### src/inc/sip_pkg.sv
// package for the serial programming page access block
// Summary of operation
// protected lock mode refuses signature byte reads
// two select bits encode four lock modes
// lock modes one to three precede mode four
// programmer holds clock low 64 cycles first
// session starts with reset held high only
// serial clock at most one sixteenth system
// page bytes run offset zero to 255
// after command and address, bytes are data
// after byte 256, decode next instruction
// clock high and low eight periods each
// chip erase completes within 500 ms
// byte write within 64 periods plus 400 us
// page read command is 0x30
// page write command is 0x50
// msb first, sample rising, change after falling
package sip_pkg;
    localparam int unsigned CLK_HZ = 40000000;
    localparam int unsigned ERASE_MS = 500;
    localparam int unsigned ERASE_CYC = ERASE_MS * (CLK_HZ / 1000);
    localparam int unsigned SWC_PERIODS = 64;
    localparam int unsigned SWC_US = 400;
    localparam int unsigned SWC_CYC = SWC_PERIODS + SWC_US * (CLK_HZ / 1000000);
    localparam int unsigned PAGE_BYTES = 256;
    localparam logic [7:0] CMD_PAGE_RD = 8'h30;
    localparam logic [7:0] CMD_PAGE_WR = 8'h50;
    localparam logic [7:0] CMD_SIG_RD = 8'h28;
    localparam logic [7:0] CMD_ERASE = 8'hAC;
    localparam logic [7:0] CMD_BYTE_WR = 8'h40;
    localparam logic [7:0] CMD_BYTE_RD = 8'h20;
    localparam logic [7:0] CMD_LOCK = 8'h24;
    localparam logic [7:0] SIG_DENIED = 8'hFF;
    typedef enum logic [2:0] {
        SIP_CMD = 3'b000,
        SIP_ADH = 3'b001,
        SIP_ADL = 3'b011,
        SIP_DAT = 3'b010,
        SIP_BUSY = 3'b110
    } sip_state_e;
    typedef struct packed {
        logic req;
        logic wr;
        logic erase;
        logic [12:0] addr;
        logic [7:0] wdata;
    } sip_mem_s;
endpackage

### src/hw/sip_shifter.sv
// byte shifter for the serial link
`timescale 1ns/1ps
`default_nettype none
module sip_shifter (
    // clock and reset
    input wire logic ref_clk_i,
    input wire logic sys_rst_i,
    // synchronised link
    input wire logic sck_rise_i,
    input wire logic sck_fall_i,
    input wire logic mosi_i,
    // byte interface
    input wire logic load_i,
    input wire logic [7:0] tx_byte_i,
    output logic [7:0] rx_byte_o,
    output logic rx_done_o,
    output logic miso_o
);
    logic [7:0] sh_q;
    logic [7:0] tx_q;
    logic [2:0] cnt_q;
    logic done_q;
    logic miso_q;
    wire [7:0] sh_d = {sh_q[6:0], mosi_i};
    always_ff @(posedge ref_clk_i) begin
        if (sys_rst_i == 1'b0) begin
            sh_q <= 8'h00;
            cnt_q <= 3'h0;
            done_q <= 1'b0;
        end else if (sck_rise_i) begin
            sh_q <= sh_d;
            cnt_q <= cnt_q + 3'h1;
            done_q <= (cnt_q == 3'h7);
        end else begin
            done_q <= 1'b0;
        end
    end
    // next bit goes out after the falling edge so the host samples it stable
    always_ff @(posedge ref_clk_i) begin
        if (sys_rst_i == 1'b0) begin
            tx_q <= 8'h00;
            miso_q <= 1'b0;
        end else if (load_i) begin
            tx_q <= tx_byte_i;
        end else if (sck_fall_i) begin
            miso_q <= tx_q[7];
            tx_q <= {tx_q[6:0], 1'b0};
        end
    end
    assign rx_byte_o = sh_q;
    assign rx_done_o = done_q;
    assign miso_o = miso_q;
endmodule
`default_nettype wire

### src/hw/sip_page_access.sv
// serial programming port with page mode access
`timescale 1ns/1ps
`default_nettype none
module sip_page_access
    import sip_pkg::*;
#(
    parameter int unsigned ERASE_CYCLES = ERASE_CYC,
    parameter int unsigned WRITE_CYCLES = SWC_CYC
) (
    // clock and reset; reset high is programming enable
    input wire logic ref_clk_i,
    input wire logic sys_rst_i,
    // serial link pins
    input wire logic sck_i,
    input wire logic mosi_i,
    output logic miso_o,
    // lock mode selection
    input wire logic lock_mode_select_hi_i,
    input wire logic lock_mode_select_lo_i,
    // flash array port
    output sip_mem_s mem_o,
    input wire logic [7:0] mem_rdata_i,
    input wire logic [7:0] signature_i,
    // status
    output logic busy_o,
    output logic sig_refused_o,
    output logic [1:0] lock_level_o
);
    logic [2:0] sck_sync_q;
    logic [1:0] mosi_sync_q;
    logic [3:0] lk_sync_q;
    sip_state_e state_q;
    logic [7:0] cmd_q;
    logic [4:0] adh_q;
    logic [7:0] idx_q;
    logic [1:0] lock_q;
    logic [1:0] seq_q;
    logic [25:0] wait_q;
    logic load_q;
    logic refused_q;
    sip_mem_s mem_q;
    logic [7:0] rx_byte;
    logic rx_done;
    // link pins pass two flops; the third stage finds edges
    always_ff @(posedge ref_clk_i) begin
        sck_sync_q <= {sck_sync_q[1:0], sck_i};
        mosi_sync_q <= {mosi_sync_q[0], mosi_i};
        lk_sync_q <= {lk_sync_q[1:0], lock_mode_select_hi_i, lock_mode_select_lo_i};
    end
    // edge detect relies on the host keeping eight periods per phase
    wire sck_rise = sck_sync_q[1] & ~sck_sync_q[2]; // see
    wire sck_fall = ~sck_sync_q[1] & sck_sync_q[2];
    // both clear none, lo set mode 2, hi set mode 3, both mode 4
    wire [1:0] lock_req = lk_sync_q[3:2];
    wire is_page = (cmd_q == CMD_PAGE_RD) || (cmd_q == CMD_PAGE_WR); // see
    wire page_end = (idx_q == 8'(PAGE_BYTES - 1));
    wire sig_block = (lock_q != 2'b00);
    // picked in the load cycle so the shifter never takes a stale byte
    wire [7:0] tx_pick = ((cmd_q == CMD_SIG_RD) && sig_block) ? SIG_DENIED :
                         (cmd_q == CMD_SIG_RD) ? signature_i : mem_rdata_i;
    sip_shifter u_shift (
        .ref_clk_i(ref_clk_i),
        .sys_rst_i(sys_rst_i),
        .sck_rise_i(sck_rise),
        .sck_fall_i(sck_fall),
        .mosi_i(mosi_sync_q[1]),
        .load_i(load_q),
        .tx_byte_i(tx_pick),
        .rx_byte_o(rx_byte),
        .rx_done_o(rx_done),
        .miso_o(miso_o)
    );
    // reset held high is the only entry condition; low idles the port
    always_ff @(posedge ref_clk_i) begin
        if (sys_rst_i == 1'b0) begin
            state_q <= SIP_CMD;
            cmd_q <= 8'h00;
            adh_q <= 5'h00;
            idx_q <= 8'h00;
            wait_q <= 26'h0;
            load_q <= 1'b0;
            refused_q <= 1'b0;
            mem_q <= '0;
        end else begin
            load_q <= 1'b0;
            mem_q.req <= 1'b0;
            unique case (state_q)
                SIP_CMD: begin
                    if (rx_done) begin
                        cmd_q <= rx_byte;
                        state_q <= (rx_byte == CMD_ERASE) ? SIP_BUSY : SIP_ADH;
                        if (rx_byte == CMD_ERASE) begin
                            wait_q <= 26'(ERASE_CYCLES);
                            mem_q.req <= 1'b1;
                            mem_q.erase <= 1'b1;
                            mem_q.wr <= 1'b0;
                        end
                    end
                end
                SIP_ADH: begin
                    if (rx_done) begin
                        adh_q <= rx_byte[4:0];
                        idx_q <= 8'h00;
                        state_q <= is_page ? SIP_DAT : SIP_ADL;
                        if (cmd_q == CMD_PAGE_RD) begin
                            mem_q <= '{1'b1, 1'b0, 1'b0, {rx_byte[4:0], 8'h00}, 8'h00};
                        end
                    end
                end
                SIP_ADL: begin
                    if (rx_done) begin
                        idx_q <= rx_byte;
                        state_q <= SIP_DAT;
                        mem_q <= '{1'b1, 1'b0, 1'b0, {adh_q, rx_byte}, 8'h00};
                        if (cmd_q == CMD_SIG_RD) begin
                            refused_q <= sig_block;
                        end
                    end
                end
                SIP_DAT: begin
                    if (rx_done) begin
                        idx_q <= idx_q + 8'h01;
                        if (cmd_q == CMD_PAGE_WR || cmd_q == CMD_BYTE_WR) begin
                            mem_q <= '{1'b1, 1'b1, 1'b0, {adh_q, idx_q}, rx_byte};
                        end else if (cmd_q == CMD_PAGE_RD && !page_end) begin
                            mem_q <= '{1'b1, 1'b0, 1'b0, {adh_q, idx_q + 8'h01}, 8'h00};
                        end
                        if (!is_page) begin
                            state_q <= (cmd_q == CMD_BYTE_WR) ? SIP_BUSY : SIP_CMD;
                            wait_q <= 26'(WRITE_CYCLES);
                        end else if (page_end) begin
                            state_q <= SIP_CMD;
                        end
                    end else if (mem_q.req && !mem_q.wr) begin
                        // read data loads one cycle after the array request
                        load_q <= 1'b1;
                    end
                end
                SIP_BUSY: begin
                    mem_q.erase <= 1'b0;
                    if (wait_q == 26'h0) begin
                        state_q <= SIP_CMD;
                    end else begin
                        wait_q <= wait_q - 26'h1;
                    end
                end
                default: state_q <= SIP_CMD;
            endcase
        end
    end
    // lock level only climbs one step at a time; a skip is ignored
    always_ff @(posedge ref_clk_i) begin
        if (sys_rst_i == 1'b0) begin
            lock_q <= 2'b00;
            seq_q <= 2'b00;
        end else if (state_q == SIP_ADH && rx_done && cmd_q == CMD_LOCK) begin
            if (lock_req == 2'b11) begin
                if (seq_q == 2'b10) begin
                    lock_q <= 2'b11;
                    seq_q <= 2'b11;
                end
            end else if (lock_req != 2'b00 && {1'b0, lock_req[1]} == seq_q) begin
                lock_q <= lock_req;
                seq_q <= lock_req[1] ? 2'b10 : 2'b01;
            end
        end
    end
    assign mem_o = mem_q;
    assign busy_o = (state_q == SIP_BUSY);
    assign sig_refused_o = refused_q;
    assign lock_level_o = lock_q;
endmodule
`default_nettype wire

### config.mk
export PLATFORM = sky130hd
export DESIGN_NAME = sip_page_access
export DESIGN_NICKNAME = d
export VERILOG_FILES = /design/src/inc/sip_pkg.sv /design/src/hw/sip_shifter.sv /design/src/hw/sip_page_access.sv
export SDC_FILE = /design/constraint.sdc
export NUM_CORES = 1
export LEC_CHECK = 0
export BUFFER_PORTS_ARGS = -buffer_cell sky130_fd_sc_hd__buf_2
export CELL_PAD_IN_SITES_DETAIL_PLACEMENT = 0
export CELL_PAD_IN_SITES_GLOBAL_PLACEMENT = 1
export CORE_UTILIZATION = 30
export DETAILED_ROUTE_END_ITERATION = 8
export PLACE_DENSITY_LB_ADDON = 0.3
export SYNTH_ARGS = -nofsm -noshare
export SYNTH_HDL_FRONTEND = slang
export SYNTH_SLANG_ARGS = --single-unit
### constraint.sdc
create_clock -name ref_clk_i -period 2.5 [get_ports ref_clk_i]
set_input_delay 0.5 -clock ref_clk_i [delete_from_list [all_inputs] [get_ports ref_clk_i]]
set_output_delay 0.5 -clock ref_clk_i [all_outputs]
set_load 0.05 [all_outputs]
-- Yosys cells after proc, flatten, opt, wreduce, memory -nomap -nowiden
Cells that the tools add are included.
- add/sub/neg operators: 3
- equality and inequality tests: 27
- mux-type cells: 43
- bitwise operators: 7
- reduce and logical (&&, ||, !) cells: 33
- operators with widths (cell ; number):
    24-bit 2-to-1 mux ; 6
    26-bit 2-to-1 mux ; 5
    26-bit case mux with 3 select lines ; 1
    21-bit case mux with 3 select lines ; 1
    8-bit 2-to-1 mux ; 7
    3-bit 2-to-1 mux ; 11
    26-bit zero test ; 1
    26-bit by 1-bit subtractor with 26-bit output (second input constant) ; 1
    8-bit by 6-bit equality test with 1-bit output (second input constant) ; 3
    8-bit case mux with 3 select lines ; 1
    6-bit AND reduction ; 3
    8-bit by 7-bit equality test with 1-bit output (second input constant) ; 2
    8-bit equality test (second input constant) ; 2
    8-bit AND reduction ; 2
    3-bit case mux with 5 select lines ; 1
    2-bit 2-to-1 mux ; 6
    2-bit by 1-bit inequality test with 1-bit output (second input constant) ; 6
    8-bit by 1-bit adder with 8-bit output (second input constant) ; 1
    2-bit inequality test (second input constant) ; 4
    2-bit case mux with 4 select lines ; 1
    2-bit AND reduction ; 4
    2-bit nonzero test ; 4
    3-bit by 2-bit equality test with 1-bit output (second input constant) ; 2
    3-bit equality test (second input constant) ; 2
    other kinds (19) ; 36
- bits in registers: 110
- input port bits: 22
- output and inout bits: 29
- word-level logic and storage cells: 135

-- Longest topological paths before layout
Gate-level depths: netlist of the first run.
- depth in word-level cells: 7
- mapped depth: 10
- depth with buffers taken out: 8

-- Hierarchy
Synthesis of the first run repeated with hierarchy kept, for this count alone.
- cells, all modules: 643
- area total of the unflattened synthesis: 5564.1 µm²
- modules (own cells, without submodules) (module ; times used ; cells each ; area an instance (µm²) ; seq. area each (µm²)):
    sip_page_access ; 1 ; 564 ; 4704.5 ; 1761.7
    sip_shifter ; 1 ; 79 ; 859.6 ; 420.4

-- Worst setup path before layout of the first run
OpenSTA, ideal clock, no wires.
- path kind: register to register
- start point: reg wait_q[6]
- end point: reg wait_q[24]
- setup time: 0.120 ns
- data arrival time: 1.997 ns
- required time: 2.380 ns
- path slack: 0.383 ns
- stages on the path, launching flop included: 7
- clock period less this slack: 2.117 ns
- cell sequence: dfxtp_1 -> or4_4 -> nor4b_4 -> nand2_2 -> or3_1 -> a211oi_2 -> o21ai_1
- cells in the longest elaborated chain, start to end: 3
- elaborated cells on any way between the ends: 6
- RTL lines (what ; line ; RTL):
    start: declaration ; sip_page_access.sv:38 ; logic [25:0] wait_q;
    start signal: assignment ; sip_page_access.sv:93 ; wait_q <= 26'(ERASE_CYCLES);
    start signal: assignment ; sip_page_access.sv:130 ; wait_q <= 26'(WRITE_CYCLES);
    start signal: assignment ; sip_page_access.sv:144 ; wait_q <= wait_q - 26'h1;
    26-bit by 1-bit subtractor with 26-bit output or 26-bit zero test (tied branches) ; sip_page_access.sv:144, sip_page_access.sv:141 ;
    26-bit 2-to-1 mux or 2-bit inequality test (tied branches) ; - ;
    26-bit case mux with 3 select lines or 6-bit AND reduction (tied branches) ; - ;
Parallel ways exist; a longest one is shown, timed or not. The select of a mux whose other input is x is not followed.
A chain may end at the register's enable or synchronous reset.

-- Worst setup path after layout of the first run
Ends and elaborated chain as after synthesis.

==> flow_metrics.tcl, run 1 <==
set metrics [dict create \
    status "complete, no violations" \
    grt_pass1_vias 4517 \
    ff_latch_area_sq_um 2180 \
    ys_seq_elements 109 \
    synth_area_sq_um 5200 \
    dieArea_sq_um 17900 \
    cts_tree "yes" \
    viasPerCell 5.30 \
    io_pins 51 \
    fmax_ghz 0.430 \
    finish.cell_count_without_fillers 921 \
    hpwl_microns 10600 \
    holdCritStartpoint "mosi_i" \
    skew_ns 0.0122 \
    antenna_found_initial 0 \
    drt-total-wl_microns 14900 \
    reg2reg_to "wait_q[24]" \
    cp-end-kind "register" \
    multiInputGateArea_sq_um 2790 \
    finalSetupViolCount 0 \
    final_nets 722 \
    avgSynthCellArea_sq_um 8.30 \
    grt-ovfl-total 0 \
    grt_pass1_wl_microns 23800 \
    clk_pin_slew_ns 0.08 \
    area.growth.synth_to_final_pct 20.7 \
    cts_setup_buffers 0 \
    drv_slew 0 \
    start_util_pct 31.0 \
    cts-root-buf "clkbuf_16" \
    placed_area_sq_um 5900 \
    cts_buffers 9 \
    synth_edf_count 0 \
    synthArstFlopShare_pct 0 \
    synth_nets 652 \
    cellPowerDensity_nw_per_um2 547 \
    cts.sinks 109 \
    track_usage_pct 16.9 \
    period_share_pct 92.9 \
    r2r_slack_ns 0.18 \
    clk_latency_ns 0.36 \
    hold_path_end "mosi_sync_q[0]" \
    tightest_slew_ns 0.820 \
    synth_flop_cell "dfxtp_1" \
    wl_per_cell_microns 16.2 \
    reg2reg_from "wait_q[6]" \
    dp_cells 904 \
    worst_ep_arrival_time_ns 2.57 \
    grt_max_degree 59 \
    io_buffers 50 \
    hold_path_class "input pin to register" \
    first_iter_violations 357 \
    peakVddDrop_v 0.000364 \
    antennaDiodeCount 0 \
    ant_nets 0 \
    clockBufferDepth 2 \
    synth_cell_type_count 72 \
    route.vias.total 4884 \
    critPathKind "register to register" \
    ys_seq_area_share_pct 42.0 \
    whs_path_depth 1 \
    power_mw 3.43 \
    dieWidth_microns 134 \
    yosys_warnings 0 \
    dr.pass1.iters 7 \
    fin_area_sq_um 6270 \
    drive_above_1_share_pct 21.1 \
    die-height_microns 134 \
    syn_inst 626 \
    worst_setup_path_start_kind "register" \
    cts-htree-levels 3 \
    routabilityCongestion 0.808 \
    rr_worst_depth 6 \
    layout_min_cycle_time_ns 2.32 \
    fillers 1723 \
    final_common_cell "dfxtp_1" \
    slew-limit-headroom_pct 44.8 \
    core_sq_um 16800 \
    final_cell_mix "108 x dfxtp_1, 89 x nand2_1, 56 x a21oi_1" \
    postCtsHoldBufs 0 \
    final_hold_viol_count 0 \
    worstPathRequired_ns 2.75 \
    maxCapViolations 0 \
    drc_errors 0 \
    p_leak_nw 2.44 \
    rsz0062_at_grt "false" \
    crit_fanout 7 \
    fp-row-count 47 \
]
## worst max path at each step
| stage | start | to | slack, ns | depth (start not counted) |
|---|---|---|---|---|
| after floorplan | wait_q[6] | wait_q[24] | 0.38 | 6 |
| final | wait_q[6] | wait_q[24] | 0.18 | 6 |
| after global placement | cmd_q[0] | mem_o[4] | 0.01 | 7 |
| after CTS | cmd_q[0] | wait_q[11] | 0.06 | 8 |
| after detailed placement | wait_q[1] | wait_q[2] | -0.01 | 8 |
| after global routing | wait_q[0] | wait_q[13] | 0.02 | 9 |
## state kept, by name, summed over array words and instances, names as in the netlist, 2 cells and up
| name | count |
|---|---|
| cmd_q | 8 |
| mem_o | 24 |
| u_shift.cnt_q | 3 |
| idx_q | 8 |
| mosi_sync_q | 2 |
| u_shift.rx_byte_o | 8 |
| wait_q | 26 |
| u_shift.tx_q | 8 |
| sck_sync_q | 3 |
| adh_q | 5 |
| lk_sync_q | 4 |
| lock_level_o | 2 |
| state_q | 3 |
## metrics by stage
step           util, %  setup TNS [ns]  setup WS, ns  hold WS [ns]
6_report          37.4               0         0.177         0.232
5_1_grt           37.4               0        0.0233         0.213
4_1_cts           37.3               0        0.0588         0.217
3_5_place_dp      35.2         -0.0605       -0.0147         0.313
3_3_place_gp      35.2               0       0.00951         0.315
2_1_floorplan        -               0         0.383         0.310
## final cells by class
cell class / count / area share, %
multi-input combinational: 463 / 44.5
sequential: 109 / 34.8
timing repair buffer: 101 / 10.1
tap: 220 / 4.39
clock buffer: 9 / 3.59
clock inverter: 7 / 1.84
inverter: 12 / 0.718
## worst max-delay path, cell delays in order (launching register included)
cell	delay (ns)
dfxtp_1	0.37
or4_4	0.58
nor4b_4	0.41
nand2_2	0.16
or3_1	0.38
a211oi_2	0.22
o21ai_1	0.09
## per-layer routing
metal | vias to the layer above | global-route usage [%] | part of all wire, %
met5 | - | 0 | 0
met4 | 0 | 5.74 | 1.7
met3 | 17 | 3.65 | 3.6
met2 | 85 | 28.0 | 48
met1 | 2350 | 21.6 | 47
li1 | 2432 | - | -
## synthesized netlist by cell type, drive strengths merged, types with 8 or more instances
| library cell | n | area [sq um] |
|---|---|---|
| clkbuf | 31 | 116 |
| nand2 | 90 | 340 |
| a222oi | 8 | 80.1 |
| o31ai | 10 | 75.1 |
| nor3 | 16 | 96.4 |
| nand3 | 13 | 65.1 |
| or4 | 10 | 82.6 |
| inv | 11 | 41.3 |
| nor2 | 52 | 198 |
| a22oi | 10 | 75.1 |
| or2 | 8 | 52.6 |
| mux2i | 8 | 80.1 |
| or3 | 9 | 56.3 |
| a21oi | 57 | 285 |
| a31oi | 12 | 75.1 |
| and3 | 9 | 56.3 |
| dfxtp | 109 | 2180 |
| buf | 12 | 85.1 |
| o21ai | 44 | 220 |
| a22o | 9 | 78.8 |
## power breakdown
group	internal, mW	switching [mW]	total, mW
Combinational	0.0303	0.0599	0.0902
Clock	0.823	0.761	1.58
Sequential	1.75	0.00674	1.75
## repair_timing
| item | CTS | global route |
|---|---|---|
| pin swaps | 0 | 1 |
| resized for setup | 2 | 3 |
| setup endpoints to repair | 9 | 18 |
| gates cloned | 0 | 1 |
## cell families (layout without fill, tap and decap cells)
family | after synthesis | count (layout) | share of synthesized area, %
multiplexers | 8 | 8 | 1.54
flip-flops | 109 | 109 | 42.0
AO/OA/AOI/OAI | 187 | 188 | 23.5
AND/OR/NAND/NOR | 251 | 251 | 25.2
buffers and inverters | 55 | 129 | 4.74
adder cells (fa/ha/maj) | 4 | 4 | 0.963
XOR/XNOR | 12 | 12 | 2.02
(Power assumes the default switching activity.)
==> run 2, diff against run 1 <==
--- a/config.mk
+++ b/config.mk
@@ -10,7 +10,7 @@
 export CELL_PAD_IN_SITES_GLOBAL_PLACEMENT = 1
 export CORE_UTILIZATION = 30
 export DETAILED_ROUTE_END_ITERATION = 8
-export PLACE_DENSITY_LB_ADDON = 0.3
+export PLACE_DENSITY = 0.67
 export SYNTH_ARGS = -nofsm -noshare
 export SYNTH_HDL_FRONTEND = slang
 export SYNTH_SLANG_ARGS = --single-unit
==> run 2 against run 1 <==
Non-clock buffer count is 5 lower. First-iteration DRC count is 0.56% lower. Global-route usage up 0.32 points. Register-to-register slack worse by 0.05 ns. Clock skew about the same. Count of clock-buffer cells in the layout increased by 2. Sequential share of layout area grew 0.61 points. Die area unchanged. Via count decreased by 0.45%. Clock power shrank 10%. Fmax decreased by 2.2%. Wire length down 1.2%. Highest routed layer unchanged.
==> flow_metrics.tcl, run 2 (same netlist as run 1, synthesis figures left out) <==
set metrics [dict create \
    top_register "wait_q" \
    final.setup.tns_ns 0 \
    p_sw_share_pct 23.3 \
    grt_max_degree 34 \
    final_nets 716 \
    first_iter_violations 355 \
    multiInputGateArea_sq_um 2770 \
    peakVddDrop_v 0.000351 \
    hpwl_microns 10500 \
    core_sq_um 16800 \
    grt_pass1_vias 4628 \
    fmax_ghz 0.421 \
    p_sw_mw 0.760 \
    start_util_pct 31.0 \
    die-height_microns 134 \
    largest_reg_flops 26 \
    io_buffers 50 \
    dr.pass1.iters 6 \
    ant_nets 0 \
    slew-limit-headroom_pct 48.4 \
    status "complete, no violations" \
    finalSetupViolCount 0 \
    whs_ns 0.235 \
    cts_buffers 9 \
    internal-power_mw 2.51 \
    cts-htree-levels 3 \
    cts.sinks 109 \
    clockBufferDepth 2 \
    dp_cells 899 \
    crit_fanout 7 \
    worstPathRequired_ns 2.74 \
    pwr-share-clk_pct 43.5 \
    cp-end-kind "register" \
    fin_area_sq_um 6160 \
    final_hold_viol_count 0 \
    wl_per_cell_microns 16.1 \
    route.vias.total 4862 \
    drt-total-wl_microns 14800 \
    final_cell_mix "108 x dfxtp_1, 89 x nand2_1, 56 x a21oi_1" \
    fillers 1763 \
    maxCapViolations 0 \
    dieArea_sq_um 17900 \
    tightest_slew_ns 0.771 \
    area.growth.synth_to_final_pct 18.6 \
    skew_ns 0.0123 \
    cts-root-buf "clkbuf_16" \
    cellPowerDensity_nw_per_um2 530 \
    p_seq_share_pct 53.7 \
    io_pins 51 \
    antenna_found_initial 0 \
    layout_min_cycle_time_ns 2.38 \
    cts_tree "yes" \
    p_leak_nw 2.40 \
    r2r_slack_ns 0.12 \
    worst_setup_path_start_kind "register" \
    routabilityCongestion 0.807 \
    period_share_pct 95.1 \
    finish.utilization_pct 36.8 \
    critPathKind "register to register" \
    drv_slew 0 \
    fp-row-count 47 \
    drive_above_1_share_pct 20.0 \
    ff_latch_area_sq_um 2180 \
    antennaDiodeCount 0 \
    grt-ovfl-total 0 \
    holdCritStartpoint "sck_i" \
    reg2reg_from "wait_q[6]" \
    clk_pin_slew_ns 0.08 \
    cts_setup_buffers 0 \
    final_common_cell "dfxtp_1" \
    drc_errors 0 \
    clk_latency_ns 0.36 \
    dieWidth_microns 134 \
    placed_area_sq_um 5870 \
    post_cts_resized 0 \
    postCtsHoldBufs 0 \
    rsz0062_at_grt "false" \
    grt_pass1_wl_microns 24200 \
    p_comb_share_pct 2.8 \
    track_usage_pct 17.2 \
    hold_path_class "input pin to register" \
    finish.cell_count_without_fillers 915 \
    worst_ep_arrival_time_ns 2.62 \
    viasPerCell 5.31 \
    critical_path.startpoint "wait_q[6]" \
]
## run 2: cell count changes in the layout (fill, tap and decap cells not counted)
cell / previous run / this run
nor2_2: 2 / 1
clkinv_8: 4 / 0
buf_4: 51 / 46
or4_4: 3 / 2
a21o_4: 2 / 1
clkbuf_8: 0 / 1
inv_8: 1 / 2
bufinv_16: 1 / 0
inv_6: 1 / 3
nor2_1: 50 / 51
clkbuf_1: 0 / 1
or4_1: 7 / 8
## run 2: final timing paths
kind	endpoint	depth (start not counted)
min	sck_sync_q[0]	1
min reg2reg	lk_sync_q[2]	0
max	wait_q[24]	6
max reg2reg	wait_q[24]	6
## run 2: layout make-up
type / count / share of cell area, %
multi-input cells: 462 / 45.0
flip-flops and latches: 109 / 35.4
repair buffers: 96 / 9.66
clock buffers: 11 / 3.94
clock inverters: 5 / 0.792
inverters: 12 / 0.731
well taps: 220 / 4.47
## run 2: layer usage
metal,global-route usage (%),up-vias,wire length (microns)
met1,21.9,2302,6730
met2,28.7,123,7120
met4,6.12,0,233
met3,3.50,18,669
li1,-,2419,-
met5,0,-,0
## run 2: power groups by stage
stage / clock network [mW] / logic (mW) / registers [mW]
floorplan: 0 / 0.0508 / 1.79
global placement: 0 / 0.0912 / 1.79
detailed placement: 0 / 0.0933 / 1.79
CTS: 1.47 / 0.0927 / 1.75
global route: 1.53 / 0.103 / 1.75
finish: 1.42 / 0.0925 / 1.75
## run 2: critical path, cell delays in order (launching register included)
cell	delay [ns]
dfxtp_1	0.37
or4_4	0.58
nor4b_4	0.44
nand2_2	0.16
or3_1	0.39
a211oi_2	0.24
o21ai_1	0.09
## run 2: per-stage QoR
| step | setup WS, ns | power [mW] |
|---|---|---|
| floorplan | 0.383 | 1.84 |
| global placement | 0.0718 | 1.88 |
| detailed placement | 0.0386 | 1.89 |
| CTS | 0.0180 | 3.32 |
| global route | 0.000565 | 3.39 |
| finish | 0.124 | 3.27 |
